`config.mk`:
```
export PLATFORM = sky130hd
export DESIGN_NAME = sae_top
export DESIGN_NICKNAME = d
export VERILOG_FILES = /design/src/sae_pkg.sv /design/src/sae_page_map.sv /design/src/sae_seg_regs.sv /design/src/sae_top.sv
export SDC_FILE = /design/constraint.sdc
export NUM_CORES = 1
export LEC_CHECK = 0
export ABC_AREA = 1
export BUFFER_PORTS_ARGS = -buffer_cell sky130_fd_sc_hd__buf_2
export CAP_MARGIN = 20
export CORE_MARGIN = 4
export CORE_UTILIZATION = 35
export CTS_CLUSTER_SIZE = 14
export DETAILED_ROUTE_END_ITERATION = 7
export GPL_TIMING_DRIVEN = 0
export PLACE_DENSITY_LB_ADDON = 0.12
export REMOVE_ABC_BUFFERS = 1
export SKIP_CTS_REPAIR_TIMING = 1
export SLEW_MARGIN = 20
export SYNTH_ARGS = -nofsm -noshare
export SYNTH_HDL_FRONTEND = slang
export SYNTH_HIERARCHICAL = 1
export SYNTH_SLANG_ARGS = --single-unit
```
`constraint.sdc`:
```
create_clock -name clk_i -period 1.7 [get_ports clk_i]
set_input_delay 0.085 -clock clk_i [delete_from_list [all_inputs] [get_ports clk_i]]
set_output_delay 0.085 -clock clk_i [all_outputs]
set_load 0.02 [all_outputs]
```
`src/sae_pkg.sv`:
```
package sae_pkg;
  localparam int VA_W = 16;
  localparam int PA_W = 22;
  localparam int PG_W = 8;
  localparam int OFS_W = 14;
  localparam int SEG_W = 6;
  localparam int RA_W = 8;
  localparam int PP_W = 6;
  localparam int NEST_W = 4;
  localparam logic [PP_W-1:0] EXT_PAGE = 6'h15;
  localparam logic [RA_W-1:0] R_DPS0 = 8'hf0;
  localparam logic [RA_W-1:0] R_DPS1 = 8'hf1;
  localparam logic [RA_W-1:0] R_DPS2 = 8'hf2;
  localparam logic [RA_W-1:0] R_DPS3 = 8'hf3;
  localparam logic [RA_W-1:0] R_CSEG = 8'hf4;
  localparam logic [RA_W-1:0] R_ISEG = 8'hf8;
  localparam logic [RA_W-1:0] R_TSEG = 8'hf9;
  localparam logic [RA_W-1:0] R_DPS_RELOC0 = 8'he0;
  localparam logic [SEG_W-1:0] CSEG_RST = 6'h00;
  localparam logic [NEST_W-1:0] NEST_RST = 4'h0;

  typedef enum logic [1:0] {ACC_DATA, ACC_FETCH, ACC_VECTOR, ACC_DMA} sae_acc_t;
  typedef enum logic [2:0] {SEL_NONE, SEL_DPS, SEL_CSEG, SEL_ISEG, SEL_TSEG, SEL_PORT} sae_sel_t;

  function automatic sae_sel_t sae_decode(input logic [RA_W-1:0] a,
                                          input logic [PP_W-1:0] pg,
                                          input logic reloc);
    sae_sel_t s;
    s = SEL_NONE;
    if (reloc && a[7:2] == R_DPS_RELOC0[7:2])
      s = SEL_DPS;
    else if (pg == EXT_PAGE)
    begin
      if (a[7:2] == R_DPS0[7:2])
        s = reloc ? SEL_PORT : SEL_DPS;
      else if (a == R_CSEG)
        s = SEL_CSEG;
      else if (a == R_ISEG)
        s = SEL_ISEG;
      else if (a == R_TSEG)
        s = SEL_TSEG;
    end
    return s;
  endfunction
endpackage

```
`src/sae_page_map.sv`:
```
`timescale 1ns/1ps
module sae_page_map
  import sae_pkg::*;
(
  input wire logic clk_i,
  input wire logic wr_i,
  input wire logic [1:0] wr_idx_i,
  input wire logic [PG_W-1:0] wdata_i,
  input wire logic [1:0] rd_idx_i,
  output logic [PG_W-1:0] rdata_o,
  input wire logic [VA_W-1:0] vaddr_i,
  output logic [PA_W-1:0] paged_addr_o
);
  logic [PG_W-1:0] dps_q [4];
  logic [PG_W-1:0] dps_d [4];

  always_comb
  begin
    for (int i = 0; i < 4; i++)
    begin
      dps_d[i] = dps_q[i];
      if (wr_i && wr_idx_i == i[1:0])
        dps_d[i] = wdata_i;
    end
  end

  // no reset: selectors power up undefined
  always_ff @(posedge clk_i)
  begin
    dps_q <= dps_d;
  end

  assign rdata_o = dps_q[rd_idx_i];
  // top two bits index the selector, offset passes straight
  assign paged_addr_o = {dps_q[vaddr_i[15:14]], vaddr_i[OFS_W-1:0]};
endmodule

```
`src/sae_seg_regs.sv`:
```
`timescale 1ns/1ps
module sae_seg_regs
  import sae_pkg::*;
(
  input wire logic clk_i,
  input wire logic iseg_wr_i,
  input wire logic tseg_wr_i,
  input wire logic [SEG_W-1:0] wdata_i,
  output logic [SEG_W-1:0] iseg_o,
  output logic [SEG_W-1:0] tseg_o
);
  logic [SEG_W-1:0] iseg_q;
  logic [SEG_W-1:0] iseg_d;
  logic [SEG_W-1:0] tseg_q;
  logic [SEG_W-1:0] tseg_d;

  always_comb
  begin
    iseg_d = iseg_wr_i ? wdata_i : iseg_q;
    tseg_d = tseg_wr_i ? wdata_i : tseg_q;
  end

  // no reset on purpose: software must load both before use
  always_ff @(posedge clk_i)
  begin
    iseg_q <= iseg_d;
    tseg_q <= tseg_d;
  end

  assign iseg_o = iseg_q;
  assign tseg_o = tseg_q;
endmodule

```
`src/sae_top.sv`:
```
`timescale 1ns/1ps
module sae_top
  import sae_pkg::*;
(
  input wire logic clk_i,
  input wire logic arst_n_i,
  input wire logic acc_valid_i,
  input wire sae_acc_t acc_kind_i,
  input wire logic [VA_W-1:0] vaddr_i,
  input wire logic prog_space_data_i,
  input wire logic transfer_segment_choice_i,
  input wire logic segment_save_mode_i,
  input wire logic page_selector_relocate_i,
  input wire logic int_entry_i,
  input wire logic int_return_i,
  input wire logic cseg_load_i,
  input wire logic [SEG_W-1:0] cseg_load_val_i,
  input wire logic reg_wr_i,
  input wire logic reg_rd_i,
  input wire logic [RA_W-1:0] reg_addr_i,
  input wire logic [PP_W-1:0] reg_page_i,
  input wire logic [7:0] reg_wdata_i,
  output logic phys_valid_o,
  output logic [PA_W-1:0] phys_addr_o,
  output logic phys_paged_o,
  output logic [7:0] reg_rdata_o,
  output logic reg_hit_o,
  output logic port_data_redirect_o,
  output logic [SEG_W-1:0] cseg_stack_o,
  output logic in_service_o
);
  sae_sel_t sel;
  logic [PG_W-1:0] dps_rdata;
  logic [PA_W-1:0] page_addr;
  logic [SEG_W-1:0] iseg_val;
  logic [SEG_W-1:0] tseg_val;
  logic dps_wr;
  logic iseg_wr;
  logic tseg_wr;
  logic [1:0] dps_idx;

  logic [SEG_W-1:0] cseg_q;
  logic [SEG_W-1:0] cseg_d;
  logic [SEG_W-1:0] stack_q;
  logic [SEG_W-1:0] stack_d;
  logic [NEST_W-1:0] nest_q;
  logic [NEST_W-1:0] nest_d;
  logic svc_q;
  logic svc_d;

  logic use_page;
  logic [SEG_W-1:0] code_seg;
  logic [SEG_W-1:0] seg_val;
  logic [PA_W-1:0] phys_d;
  logic [PA_W-1:0] phys_q;
  logic pvalid_q;
  logic paged_d;
  logic paged_q;
  logic [7:0] rdata_d;
  logic [7:0] rdata_q;
  logic hit_d;
  logic hit_q;
  logic redir_d;
  logic redir_q;

  // register file decode
  always_comb
  begin
    sel = sae_decode(reg_addr_i, reg_page_i, page_selector_relocate_i);
    dps_idx = reg_addr_i[1:0];
    dps_wr = reg_wr_i && sel == SEL_DPS;
    iseg_wr = reg_wr_i && sel == SEL_ISEG;
    tseg_wr = reg_wr_i && sel == SEL_TSEG;
  end

  sae_page_map u_page_map (
    .clk_i(clk_i),
    .wr_i(dps_wr),
    .wr_idx_i(dps_idx),
    .wdata_i(reg_wdata_i),
    .rd_idx_i(dps_idx),
    .rdata_o(dps_rdata),
    .vaddr_i(vaddr_i),
    .paged_addr_o(page_addr)
  );

  // upper two written bits dropped; software keeps them zero anyway
  sae_seg_regs u_seg_regs (
    .clk_i(clk_i),
    .iseg_wr_i(iseg_wr),
    .tseg_wr_i(tseg_wr),
    .wdata_i(reg_wdata_i[SEG_W-1:0]),
    .iseg_o(iseg_val),
    .tseg_o(tseg_val)
  );

  // code segment and interrupt nesting
  always_comb
  begin
    cseg_d = cseg_q;
    stack_d = stack_q;
    nest_d = nest_q;
    if (int_entry_i)
    begin
      if (segment_save_mode_i)
      begin
        stack_d = cseg_q;
        cseg_d = iseg_val;
      end
      else if (nest_q != {NEST_W{1'b1}})
        nest_d = nest_q + 4'h1;
    end
    else if (cseg_load_i)
      cseg_d = cseg_load_val_i;
    else if (reg_wr_i && sel == SEL_CSEG)
      cseg_d = reg_wdata_i[SEG_W-1:0];
    // save-mode return restores through cseg_load_i from the stacked value
    if (int_return_i && !int_entry_i && !segment_save_mode_i && nest_q != NEST_RST)
      nest_d = nest_q - 4'h1;
    svc_d = nest_d != NEST_RST;
  end

  always_ff @(posedge clk_i or negedge arst_n_i)
  begin
    if (!arst_n_i)
    begin
      cseg_q <= CSEG_RST;
      stack_q <= CSEG_RST;
      nest_q <= NEST_RST;
      svc_q <= 1'b0;
    end
    else
    begin
      cseg_q <= cseg_d;
      stack_q <= stack_d;
      nest_q <= nest_d;
      svc_q <= svc_d;
    end
  end

  // translation select, from this cycle's access and the nesting count (nest_q)
  always_comb
  begin
    code_seg = (nest_q != NEST_RST) ? iseg_val : cseg_q;
    use_page = 1'b0;
    unique case (acc_kind_i)
      ACC_DATA:
      begin
        use_page = !prog_space_data_i;
        seg_val = code_seg;
      end
      ACC_FETCH: seg_val = code_seg;
      ACC_VECTOR: seg_val = iseg_val;
      ACC_DMA: seg_val = transfer_segment_choice_i ? tseg_val : iseg_val;
    endcase
    // address holds between accesses so the bus sees no glitching
    phys_d = phys_q;
    paged_d = paged_q;
    if (acc_valid_i)
    begin
      phys_d = use_page ? page_addr : {seg_val, vaddr_i};
      paged_d = use_page;
    end
  end

  // register readback; reserved bits read zero
  always_comb
  begin
    rdata_d = 8'h00;
    hit_d = 1'b0;
    redir_d = 1'b0;
    if (reg_rd_i || reg_wr_i)
    begin
      unique case (sel)
        SEL_NONE: hit_d = 1'b0;
        SEL_DPS: hit_d = 1'b1;
        SEL_CSEG: hit_d = 1'b1;
        SEL_ISEG: hit_d = 1'b1;
        SEL_TSEG: hit_d = 1'b1;
        SEL_PORT: redir_d = 1'b1;
        default: hit_d = 1'b0;
      endcase
    end
    if (reg_rd_i)
    begin
      unique case (sel)
        SEL_DPS: rdata_d = dps_rdata;
        SEL_CSEG: rdata_d = {2'b00, cseg_q};
        SEL_ISEG: rdata_d = {2'b00, iseg_val};
        SEL_TSEG: rdata_d = {2'b00, tseg_val};
        default: rdata_d = 8'h00;
      endcase
    end
  end

  always_ff @(posedge clk_i or negedge arst_n_i)
  begin
    if (!arst_n_i)
    begin
      phys_q <= {PA_W{1'b0}};
      pvalid_q <= 1'b0;
      paged_q <= 1'b0;
      rdata_q <= 8'h00;
      hit_q <= 1'b0;
      redir_q <= 1'b0;
    end
    else
    begin
      phys_q <= phys_d;
      pvalid_q <= acc_valid_i;
      paged_q <= paged_d;
      rdata_q <= rdata_d;
      hit_q <= hit_d;
      redir_q <= redir_d;
    end
  end

  assign phys_valid_o = pvalid_q;
  assign phys_addr_o = phys_q;
  assign phys_paged_o = paged_q;
  assign reg_rdata_o = rdata_q;
  assign reg_hit_o = hit_q;
  assign port_data_redirect_o = redir_q;
  assign cseg_stack_o = stack_q;
  assign in_service_o = svc_q;
endmodule

```
# After elaboration in Yosys (flattened, before gate mapping)
# Index checks and enable logic that the tools add are counted.
[word_totals]
elab_cells = 98
output_inout_bits = 41
input_bits = 58
reg_bits = 95
[op_classes]
n_eq_ne = 19
reduce_logical = 25
add_sub_neg = 2
magnitude_cmp = 2
bitwise_logic = 2
mux = 32
[ops]
columns = ["op", "n"]
rows = [
  ["$mux 8", 5],
  ["$mux 6", 6],
  ["$bmux 8 s2", 2],
  ["$pmux 8 s4", 1],
  ["$eq 8x8->1 const B", 3],
  ["$mux 22", 1],
  ["$mux 3", 7],
  ["$pmux 6 s3", 1],
  ["$mux 4", 4],
  ["$eq 6x6->1 const B", 2],
  ["$logic_and 1x1->1", 12],
  ["$eq 2x2->1 const B", 4],
  ["$reduce_bool 4->1", 2],
  ["$eq 3x2->1 const B", 2],
  ["$eq 3x3->1 const B", 2],
  ["$eq 6x5->1 const B", 1],
  ["$ge 3x3->1 const B", 2],
  ["$not 2->3", 2],
  ["$mux 1", 5],
  ["$add 4x1->4 const B", 1],
  ["$eq 2x1->1 const B", 2],
  ["$logic_not 2->1", 2],
  ["$ne 4x4->1 const B", 1],
  ["$reduce_and 2->1", 2],
  ["8 further kinds", 10],
]

# Logic depth before layout (Yosys ltp)
# Gate-level depths: netlist of run 1.
[depth]
word_depth = 12
depth_mapped = 11

# By module
# Netlist of run 1, hierarchy kept.
[by_module_without_submodules]
columns = ["mod", "seq_area_each_um2", "cells_each", "instances", "area_each_um2"]
rows = [
  ["sae_top", 1276.2, 394, 1, 3133.0],
  ["sae_page_map", 960.9, 209, 1, 1783.0],
  ["sae_seg_regs", 360.3, 12, 1, 360.3],
]

# Worst setup path before layout of run 1
# No wires, ideal clock.
[synth_timing]
path_kind = "input port to flip-flop"
from = "input port reg_addr_i[6]"
to = "register u_page_map/dps_q[0] in the netlist's numbering, enable pin"
arrival_time_ns = 1.512
stages = 8
setup_time_ns = 0.383
setup_slack_ns = -0.195
required_time_ns = 1.317
cell_sequence = "nand2_2 -> nor2_8 -> nand2_4 -> o21ai_4 -> nand2_4 -> nor2_1 -> inv_1 -> nor3_1"
[synth_between]
elab_chain_cells = 10
word_cells_on_any_way = 15
classes_between = "eq/ne (6); mux (6); reduce/logical (3)"
[synth_lines]
columns = ["item", "line_no", "source"]
rows = [
  ["start: declaration", "sae_top.sv:20", "input wire logic [RA_W-1:0] reg_addr_i,"],
  ["$eq 8x8->1", "sae_pkg.sv:40", "else if (a == R_TSEG)"],
  ["$mux 3", "sae_pkg.sv:40", ""],
  ["$mux 3", "sae_pkg.sv:38", "else if (a == R_ISEG)"],
  ["$mux 3", "sae_pkg.sv:36", "else if (a == R_CSEG)"],
  ["$mux 3", "sae_pkg.sv:34", "if (a[7:2] == R_DPS0[7:2])"],
  ["$mux 3", "sae_pkg.sv:32", "else if (pg == EXT_PAGE)"],
  ["$mux 3 *", "sae_pkg.sv:30", "if (reloc && a[7:2] == R_DPS_RELOC0[7:2])"],
  ["$eq 3x1->1 *", "sae_top.sv:71", "dps_wr = reg_wr_i && sel == SEL_DPS;"],
  ["$logic_and 1x1->1 *", "sae_top.sv:71", ""],
  ["via dps_wr", "sae_top.sv:37", "logic dps_wr;"],
  ["$logic_and 1x1->1 *", "sae_page_map.sv:22", "if (wr_i && wr_idx_i == i[1:0])"],
  ["end signal: assignment", "sae_page_map.sv:30", "dps_q <= dps_d;"],
  ["end: declaration", "sae_page_map.sv:14", "logic [PG_W-1:0] dps_q [4];"],
]
# The timed path passes the listed nets; every way through them passes the cells marked *.
# A chain may end at the register's enable or synchronous reset.

# Worst setup path in the final report of run 1
[layout_timing]
from = "register nest_q[0]"
to = "register phys_q[20] (netlist: phys_addr_o[20])"
[layout_between]
elab_chain_cells = 4
[layout_lines]
columns = ["item", "line_no", "source"]
rows = [
  ["start: declaration", "sae_top.sv:46", "logic [NEST_W-1:0] nest_q;"],
  ["start signal: assignment", "sae_top.sv:136", "nest_q <= nest_d;"],
  ["$reduce_bool 4->1", "sae_top.sv:144", "code_seg = (nest_q != NEST_RST) ? iseg_val : cseg_q;"],
  ["$mux 6", "sae_top.sv:144", ""],
  ["$pmux 6 s3", "sae_top.sv:146", "unique case (acc_kind_i)"],
  ["$mux 22", "sae_top.sv:161", "phys_d = use_page ? page_addr : {seg_val, vaddr_i};"],
  ["end signal: assignment", "sae_top.sv:200", "phys_q <= {PA_W{1'b0}};"],
  ["end signal: assignment", "sae_top.sv:209", "phys_q <= phys_d;"],
  ["end: declaration", "sae_top.sv:55", "logic [PA_W-1:0] phys_q;"],
]
# Every way passes these cells.

==> key figures, run 1 <==
Run status
  – Status: finished with violations
  – Failing checks: hold timing

Synth
  – Gate Count Post-Synth: approximately 600
  – Synth top area share: 0.250
  – Count leader, synth: nand2_1
  – Distinct cells, synth: 39
  – Largest area contributor in the netlist: edfxtp_1
  – Synth area leaders: edfxtp_1 (25%), dfrtp_1 (24%), nand2_1 (12%), nand3_1 (5.3%), a21oi_1 (4.5%)
  – Post-synthesis register bit count: 95
  – Asr flop ratio synth: 0.537
  – Synth Flop Type: dfrtp_1
  – Post-synthesis average cell area: approximately 8.6 sq um
  – Sequential element share of the synthesized area: 0.492
  – Commonest cells post-synth: nand2_1 (162), inv_1 (62), nand3_1 (56), dfrtp_1 (51), a21oi_1 (47)
  – Post-synthesis cell area: approximately 5300 sq um
  – Synth Warn #: 6
  – Number of synthesized flops with an enable pin: 44

Floorplanning
  – Die area: approximately 17000 sq um
  – Core Footprint: roughly 15000 sq um
  – I/O Pins: 99
  – Rows: 44
  – Initial core utilization: 0.360
  – Die H: around 130 um
  – Die width: 131 um

Timing
  – # setup viols final: 0
  – Worst hold slack: -6.00 ps
  – Max-slew violations: 0
  – Post-route minimum period: approximately 1600 ps
  – Max Clk Rate: around 620 MHz
  – Final worst slack: 98.5 ps
  – Final period util: 0.942
  – Actual transition at the worst max-transition pin: roughly 670 ps
  – Final hold violation count: 2
  – Worst-case headroom to the max-slew limit: 0.551
  – Setup Skew: 8.70 ps

Worst setup path
  – Critical-path cell list: inv_2, ha_4, nand3_2, buf_4, a21oi_1, o21ai_0, nand2_1, nand2_1, o21ai_0
  – Slowest stage delay, CP: roughly 420 ps
  – Critical Path Sink Type: register
  – WP buf/inv: 2
  – Kind of cell adding the most delay to the critical path: flip-flops
  – Slowest CP cell: dfrtp_1
  – Crit path depth: 9
  – WS Path Type: register to register
  – Critical path required time: between 1500 and 2000 ps
  – CP Max Fanout: 5
  – Critical path arrival: between 1500 and 2000 ps
  – Reg2reg path depth: 9
  – Setup crit start kind: register

Global routing
  – Global-route wire length before repair: 22.1 mm
  – Tot GR Track Use: 0.170
  – Initial antenna violation count: 0
  – Largest net degree at the start of global routing: 52
  – Vias in the first global route: 4219
  – Total gr overflow: 0

Routing
  – Vias per cell: ~4.9
  – WL per Instance: approximately 16 um
  – Metal-1 WL: around 6.5 mm
  – DRT Pass-1 Iters: 5
  – Wire length on met2: 6.62 mm
  – Routed Wire Length: roughly 15 mm
  – ANT nets after route: 0
  – Number of remaining DRC errors: 0
  – Top layer in use: met4
  – DRT iter0 DRCs: 342
  – Met3 wire len: ~980 um
  – Via count: around 4500

Placement
  – # placed instances: approximately 860
  – Routability cong.: between 0.8 and 0.9
  – Placed cell area: ~5800 sq um
  – Setup WS pre-CTS: -632 ps
  – DP HPWL: ~10 mm
  – PortBufs: 98

Clocking
  – Clock sinks: 95
  – Clk root buf: clkbuf_16
  – Max clock buf depth: 2
  – CTS tree: done
  – CTS buffer count: 9
  – CTS H-tree depth: 3
  – CTS clk-pin slew, worst paths: about 70 ps
  – Worst-Skew Late Latency: 350 ps

Power and ir drop
  – Leak: between 3 and 4 nW
  – Maximum vdd drop: about 720 uV
  – Cell Pwr Density: roughly 940 nW/um^2

Cells and area
  – Fin cells: approximately 900
  – Fin util: 0.439
  – Fin area: ~6400 sq um
  – Layout net count: 776
  – Layout cell share with drive strength beyond 1: 0.272
  – # diodes: 0
  – Synth-to-layout area growth: 21.8%

Worst hold path
  – HP Class: primary input to register
  – WHS Path Cells: 3

Job
  – Max Cap Violations: 0
logic make-up (layout without fill, tap and decap cells):
group | count (synthesis) | in the layout | synth area share
AOI/OAI and AO/OA | 85 | 85 | 0.0880
and+or+nand+nor | 310 | 311 | 0.287
buffers and inverters | 109 | 213 | 0.101
DFF | 95 | 95 | 0.492
muxes | 10 | 10 | 0.0199
adders and majority gates | 3 | 3 | 0.00711
xor gates and xnor gates | 3 | 3 | 0.00498
final cells by class:
| cell class | count | area (sq um) |
|---|---|---|
| well taps | 184 | 230 |
| fillers | 1486 | 8220 |
| multi-input cells | 412 | 2250 |
| repair buffers | 122 | 746 |
| flip-flops and latches | 95 | 2600 |
| inverters | 75 | 294 |
| clock inverters | 6 | 67.6 |
| clock buffers | 10 | 239 |
cells in the final DEF, fill, tap and decap left out, drive strengths merged, types with 6 or more instances in the layout:
| cell | synthesis | final |
|---|---|---|
| edfxtp | 44 | 44 |
| inv | 73 | 75 |
| dfrtp | 51 | 51 |
| nand3 | 61 | 62 |
| mux2i | 6 | 6 |
| nand2 | 178 | 178 |
| nor2 | 51 | 51 |
| buf | 28 | 108 |
| dlygate4sd3 | 0 | 13 |
| a21oi | 48 | 48 |
| nand4 | 9 | 9 |
| o21ai | 29 | 29 |
| clkbuf | 6 | 11 |
worst register-to-register path, stage by stage (launching register included):
cell,delay [ps]
dfrtp_1,420
inv_2,120
ha_4,180
nand3_2,130
buf_4,170
a21oi_1,110
o21ai_0,100
nand2_1,80
nand2_1,50
o21ai_0,150
final timing paths:
check	from	to	slack [ps]
worst min register to register	phys_addr_o[16]	phys_addr_o[16]	480
worst min-delay path	vaddr_i[3]	phys_addr_o[3]	-6
worst max register to register	nest_q[0]	phys_addr_o[20]	100
worst max-delay path	nest_q[0]	phys_addr_o[20]	100
min in group asynchronous	arst_n_i	reg_rdata_o[7]	300
max in group asynchronous	arst_n_i	cseg_q[5]	930
state kept, by name, summed over array words and instances, names as in the netlist:
register,count
phys_addr_o,22
phys_paged_o,1
reg_rdata_o,8
nest_q,4
u_page_map/dps_q,32
u_seg_regs/tseg_o,6
reg_hit_o,1
cseg_stack_o,6
phys_valid_o,1
port_data_redirect_o,1
in_service_o,1
cseg_q,6
u_seg_regs/iseg_o,6
stage by stage:
| step | power (mW) | setup TNS, ps |
|---|---|---|
| after floorplan | 3.38 | -6250 |
| after global placement | 3.79 | -43040 |
| after detailed placement | 3.82 | -29210 |
| after CTS | 5.90 | -7900 |
| after global routing | 6.34 | -5.96 |
| final | 6.02 | 0 |
power by group:
part           total [mW]  internal, mW  switching, mW
clock network        2.07          1.19          0.883
logic                1.24         0.457          0.779
registers            2.71          2.57          0.141
total                6.02          4.22           1.80
routing by layer:
layer,vias to the layer above,GRT usage
li1,2198,-
met5,-,0
met4,0,0.0750
met3,24,0.0341
met1,2081,0.230
met2,159,0.266
Power figures use the tool's default switching activity.
==> run 2: changes to the inputs <==
Settings changed: REMOVE_ABC_BUFFERS 1 to default.
==> run 2 against run 1 <==
Effect of this change:
- the run now ends clean
- clock skew down 1.6 ps
- clock power about the same
- critical path depth unchanged
- sequential power about the same
- maximum frequency grew 1.5%
- via count is 2.7% higher
- register-to-register slack improved by 30 ps
- critical path type is now primary input to register
- non-clock buffer count is 22 higher
- die area unchanged
==> key figures, run 2 (same netlist as run 1, synthesis figures left out) <==
Routing
  – DRT Pass-1 Iters: 5 (unchanged)
  – DRT iter0 DRCs: 281 (-18%)
  – WL per Instance: 15.9 um (-0.72%)
  – ANT nets after route: 0 (unchanged)
  – Via count: 4584 (+2.7%)
  – Number of remaining DRC errors: 0 (unchanged)
  – Vias per cell: 4.96 (+0.40%)
  – Routed Wire Length: 14.8 mm (+1.6%)

Clocking
  – Worst-Skew Late Latency: 340 ps (about the same)
  – CTS tree: done
  – CTS H-tree depth: 3 (unchanged)
  – CTS buffer count: 9 (unchanged)
  – Max clock buf depth: 2 (unchanged)
  – CTS clk-pin slew, worst paths: 60 ps (about the same)
  – Clk root buf: clkbuf_16
  – Clock sinks: 95 (unchanged)

Global routing
  – Met2 usage: 0.275 (+0.00841)
  – Total gr overflow: 0 (unchanged)
  – GRT busiest layer: met2
  – M3 GR Usage: 0.0293 (-0.00488)
  – Global-route wire length before repair: 22.8 mm (+3.0%)
  – GRT met1 Usage: 0.242 (+0.0126)
  – Initial antenna violation count: 0 (unchanged)
  – Largest net degree at the start of global routing: 52 (unchanged)
  – Vias in the first global route: 4364 (+3.4%)
  – Tot GR Track Use: 0.176 (+0.00549)

Floorplanning
  – Core Footprint: 14600 sq um (unchanged)
  – Initial core utilization: 0.360 (unchanged)
  – Die width: 131 um (unchanged)
  – Die area: 17100 sq um (unchanged)
  – I/O Pins: 99 (unchanged)
  – Die H: 131 um (unchanged)
  – Rows: 44 (unchanged)

Worst setup path
  – R2r setup slk: 130 ps (+30 ps)
  – Critical path required time: 1750 ps (-220 ps)
  – Reg2reg path depth: 9 (unchanged)
  – Reg2reg start: nest_q[0]
  – Critical Path Sink Type: register
  – CP Max Fanout: 6 (+1)
  – Setup crit start kind: primary input
  – WS Path Type: primary input to register
  – Critical path arrival: 1630 ps (-240 ps)
  – RR Endpoint: phys_addr_o[21]

Job
  – Max Cap Violations: 0 (unchanged)

Worst hold path
  – Worst hold endpoint: u_seg_regs/tseg_o[1]
  – HP Class: primary input to register
  – HP Start: reg_wdata_i[1]
  – WHS Path Cells: 1 (-2)

Placement
  – DP HPWL: 11.1 mm (+7.3%)
  – Routability cong.: 0.866 (+5.2%)
  – PortBufs: 96 (-2.0%)
  – Placed cell area: 6020 sq um (+4.2%)

Cells and area
  – Commonest non-fill, non-tap cell in the layout: nand2_1
  – FF/Latch Area: 2600 sq um (unchanged)
  – Layout net count: 797 (+2.7%)
  – Layout cell share with drive strength beyond 1: 0.290 (+0.0179)
  – Footprint of the multi-input gates: 2220 sq um (-1.4%)
  – Most frequent cells in the layout: nand2_1 (162), buf_2 (101), inv_1 (60)
  – Most flops, register: u_page_map/dps_q
  – Fin area: 6500 sq um (+1.1%)
  – Fin util: 0.444 (+0.00504)
  – Synth-to-layout area growth: 23.2%
  – # diodes: 0 (unchanged)
  – Max reg flops: 32 (unchanged)
  – Filler cell count: 1465 (-1.4%)

Power and ir drop
  – Maximum vdd drop: 545 uV (-24%)
  – Leak: 3.19 nW (+2.9%)
  – Cell Pwr Density: 931 nW/um^2 (-0.60%)

Timing
  – Setup Skew: 7.15 ps (-1.55 ps)
  – Worst-case headroom to the max-slew limit: 0.557 (+0.00646)
  – Worst hold slack: 33.6 ps (+39.6 ps)
  – Max-slew violations: 0 (unchanged)
  – Total negative setup slack: 0 ps (unchanged)
  – Final period util: 0.928 (-0.0139)
  – # setup viols final: 0 (unchanged)
  – Final hold violation count: 0 (-2)
  – Max Clk Rate: 634 MHz (+1.5%)
  – Post-route minimum period: 1580 ps (-23.6 ps)
  – Actual transition at the worst max-transition pin: 664 ps (-9.69 ps)

Run status
  – Status: finished, final reports clean

Synth
  – Syn nets: 676
-- run 2: changes by cell type in the layout (fill, tap and decap cells not counted), sizes merged, moves of 2 or more --
cell | before | now
clkinvlp | 2 | 0
clkbuf | 11 | 16
buf | 108 | 134
dlygate4sd3 | 13 | 4
-- run 2: stage by stage --
stage / setup slack (ps) / power, mW / instances
CTS: -254 / 5.95 / 913
global placement: -1050 / 3.85 / 895
global route: -30.0 / 6.38 / 925
finish: 122 / 6.05 / 925
floorplan: -195 / 3.46 / 615
detailed placement: -615 / 3.88 / 897
-- run 2: per-layer routing --
metal / routed length (um) / vias to the layer above
met3: 928 / 22
met4: 370 / 0
met1: 6590 / 2142
met2: 6860 / 172
li1: - / 2248
met5: 0 / -
-- run 2: area by class of cell --
cell class,count,share of cell area
well taps,184,0.0354
clock inverters,6,0.0100
plain buffers,34,0.0387
multi-input cells,411,0.342
flip-flops and latches,95,0.400
inverters,75,0.0441
clock buffers,10,0.0368
repair buffers,110,0.0939
-- run 2: worst max-delay path by stage --
| stage | slack (ps) | end | startpoint |
|---|---|---|---|
| detailed placement | -620 | u_page_map/dps_q[4] | reg_page_i[3] |
| global placement | -1050 | u_page_map/dps_q[20] | reg_page_i[3] |
| global route | -30 | phys_addr_o[16] | nest_q[0] |
| finish | 120 | u_page_map/dps_q[12] | reg_page_i[3] |
| floorplan | -200 | u_page_map/dps_q[0] | reg_addr_i[6] |
| CTS | -250 | u_page_map/dps_q[2] | reg_page_i[3] |
-- run 2: worst max-delay path, cell delays in order --
cell and delay (ps):
buf_2 100, nor2_2 140, nand3_1 240, o21ai_4 250, nand2_4 100, nor2_1 100
inv_1 150, nor3_4 240, buf_4 220
-- run 2: power breakdown --
group | internal [mW] | switching [mW] | total, mW
registers | 2.57 | 0.144 | 2.71
logic | 0.508 | 0.771 | 1.28
clock network | 1.19 | 0.871 | 2.06
==> run 3: changes to the inputs <==
Settings changed: CORE_ASPECT_RATIO from default to 0.5.
==> run 3 against run 2 <==
Effect of this change:
- wire length up 1.5%
- flip-flop and latch count did not move
- via count shrank 1.1%
- combinational power about the same
- register-to-register slack about the same
- utilization up 0.33 points
- non-clock buffer count grew 2
- worst hold slack lost 7.4 ps
- maximum frequency shrank 0.89%
- critical endpoint is now u_page_map/dps_q[18]
- largest power group unchanged
==> key figures, run 3 (same netlist as run 1, synthesis figures left out) <==
Cells and area
  – Filler cell count: 1436 (-2.0%)
  – Layout net count: 799 (+0.25%)
  – Layout cell share with drive strength beyond 1: 0.289 (-0.000781)
  – Most flops, register: u_page_map/dps_q
  – # diodes: 0 (unchanged)
  – Max reg flops: 32 (unchanged)
  – Commonest non-fill, non-tap cell in the layout: nand2_1
  – Most frequent cells in the layout: nand2_1 (162), buf_2 (102), inv_1 (60)
  – Synth-to-layout area growth: 24.0%
  – Fin area: 6540 sq um (+0.60%)

Timing
  – Max Clk Rate: 628 MHz (-0.89%)
  – Max-slew violations: 0 (unchanged)
  – Final hold violation count: 0 (unchanged)
  – Setup Skew: 8.89 ps (+1.74 ps)
  – Worst-case headroom to the max-slew limit: 0.532 (-0.0251)
  – Total negative setup slack: 0 ps (unchanged)
  – # setup viols final: 0 (unchanged)
  – Final period util: 0.937 (+0.00832)
  – Actual transition at the worst max-transition pin: 702 ps (+37.7 ps)
  – Post-route minimum period: 1590 ps (+14.1 ps)
  – Unrepaired setup endpoints after global routing: no

Clocking
  – Clk root buf: clkbuf_16
  – CTS tree: done
  – CTS buffer count: 9 (unchanged)
  – Clock sinks: 95 (unchanged)
  – Worst-Skew Late Latency: 340 ps (about the same)
  – CTS clk-pin slew, worst paths: 70 ps (about the same)
  – Max clock buf depth: 2 (unchanged)
  – CTS H-tree depth: 3 (unchanged)

Run status
  – Status: finished, final reports clean

Job
  – Max Cap Violations: 0 (unchanged)

Power and ir drop
  – Leak: 3.19 nW (+0.17%)
  – Maximum vdd drop: 479 uV (-12%)
  – Cell Pwr Density: 938 nW/um^2 (+0.74%)

Worst setup path
  – Critical path required time: 1760 ps (about the same)
  – Critical path arrival: 1650 ps (+20 ps)
  – CP Max Fanout: 8 (+2)
  – Reg2reg path depth: 9 (unchanged)
  – Critical Path Sink Type: register
  – Setup crit start kind: primary input
  – WS Path Type: primary input to register

Placement
  – Routability cong.: 0.832 (-4.0%)
  – DP HPWL: 11.0 mm (-0.90%)
  – PortBufs: 96 (unchanged)
  – Placed cell area: 6030 sq um (+0.17%)

Floorplanning
  – Core Footprint: 14600 sq um (-0.14%)
  – Die area: 17200 sq um (+0.70%)
  – I/O Pins: 99 (unchanged)
  – Rows: 31 (-30%)
  – Die width: 182 um (+39%)
  – Initial core utilization: 0.361 (+0.000524)
  – Die H: 94.8 um (-27%)

Routing
  – Vias per cell: 4.82 (-2.8%)
  – Routed Wire Length: 15.0 mm (+1.5%)
  – WL per Instance: 15.9 um (-0.27%)
  – DRT Pass-1 Iters: 5 (unchanged)
  – Met3 wire len: 1.13 mm (+22%)
  – Top layer in use: met4
  – ANT nets after route: 0 (unchanged)
  – DRT iter0 DRCs: 377 (+34%)
  – Metal-1 WL: 7.30 mm (+11%)
  – Wire length on met2: 6.42 mm (-6.4%)
  – Via count: 4532 (-1.1%)
  – Number of remaining DRC errors: 0 (unchanged)

Worst hold path
  – WHS Path Cells: 3 (+2)
  – HP Class: primary input to register

Global routing
  – Initial antenna violation count: 0 (unchanged)
  – Tot GR Track Use: 0.174 (-0.00204)
  – Total gr overflow: 0 (unchanged)
  – Largest net degree at the start of global routing: 52 (unchanged)
  – Global-route wire length before repair: 23.2 mm (+1.8%)
  – Vias in the first global route: 4209 (-3.6%)

Synth
  – Syn nets: 676 (unchanged)
run 3: final cells by class:
| type | count | area, sq um | area share |
|---|---|---|---|
| sequential | 95 | 2600 | 0.397 |
| multi-input combinational | 411 | 2220 | 0.340 |
| timing repair buffer | 112 | 623 | 0.0953 |
| inverter | 75 | 287 | 0.0438 |
| buffer | 34 | 251 | 0.0385 |
| tap | 198 | 248 | 0.0379 |
| clock buffer | 9 | 225 | 0.0344 |
| clock inverter | 7 | 87.6 | 0.0134 |
run 3: path summary, 6_finish.rpt:
path	startpoint	to	slack, ps
max	reg_page_i[3]	u_page_map/dps_q[18]	110
min	reg_rd_i	reg_rdata_o[7]	30
max reg2reg	nest_q[0]	in_service_o	130
min reg2reg	phys_addr_o[16]	phys_addr_o[16]	480
max in group asynchronous	arst_n_i	reg_rdata_o[3]	900
min in group asynchronous	arst_n_i	phys_addr_o[3]	340
run 3: metrics by stage:
stage	cells	total power, mW	hold slack, ps	worst slack (ps)	util
floorplan	615	3.46	-211	-195	-
global placement	909	3.87	244	-1080	0.411
detailed placement	910	3.88	181	-606	0.413
CTS	926	6.04	-183	-242	0.434
global route	941	6.43	35.9	11.1	0.447
finish	941	6.13	26.2	108	0.447
run 3: worst max-delay path: stages:
cell     delay, ps
buf_2          100
nor2_2         130
nand3_1        210
o21ai_4        300
nand2_4        110
nor2_1         130
inv_1          180
nor3_4         240
buf_12         160
run 3: report_power, final:
group	leakage [nW]	internal, mW	switching, mW	total (mW)
Sequential	1.02	2.57	0.136	2.71
Combinational	2.03	0.498	0.784	1.28
Clock	0.148	1.28	0.867	2.14
Total	3.19	4.34	1.79	6.13
run 3: per-layer routing:
layer	global-route usage	vias to the layer above
li1	-	2249
met1	0.258	2136
met2	0.257	131
met3	0.0435	16
met4	0.0337	0
met5	0	-
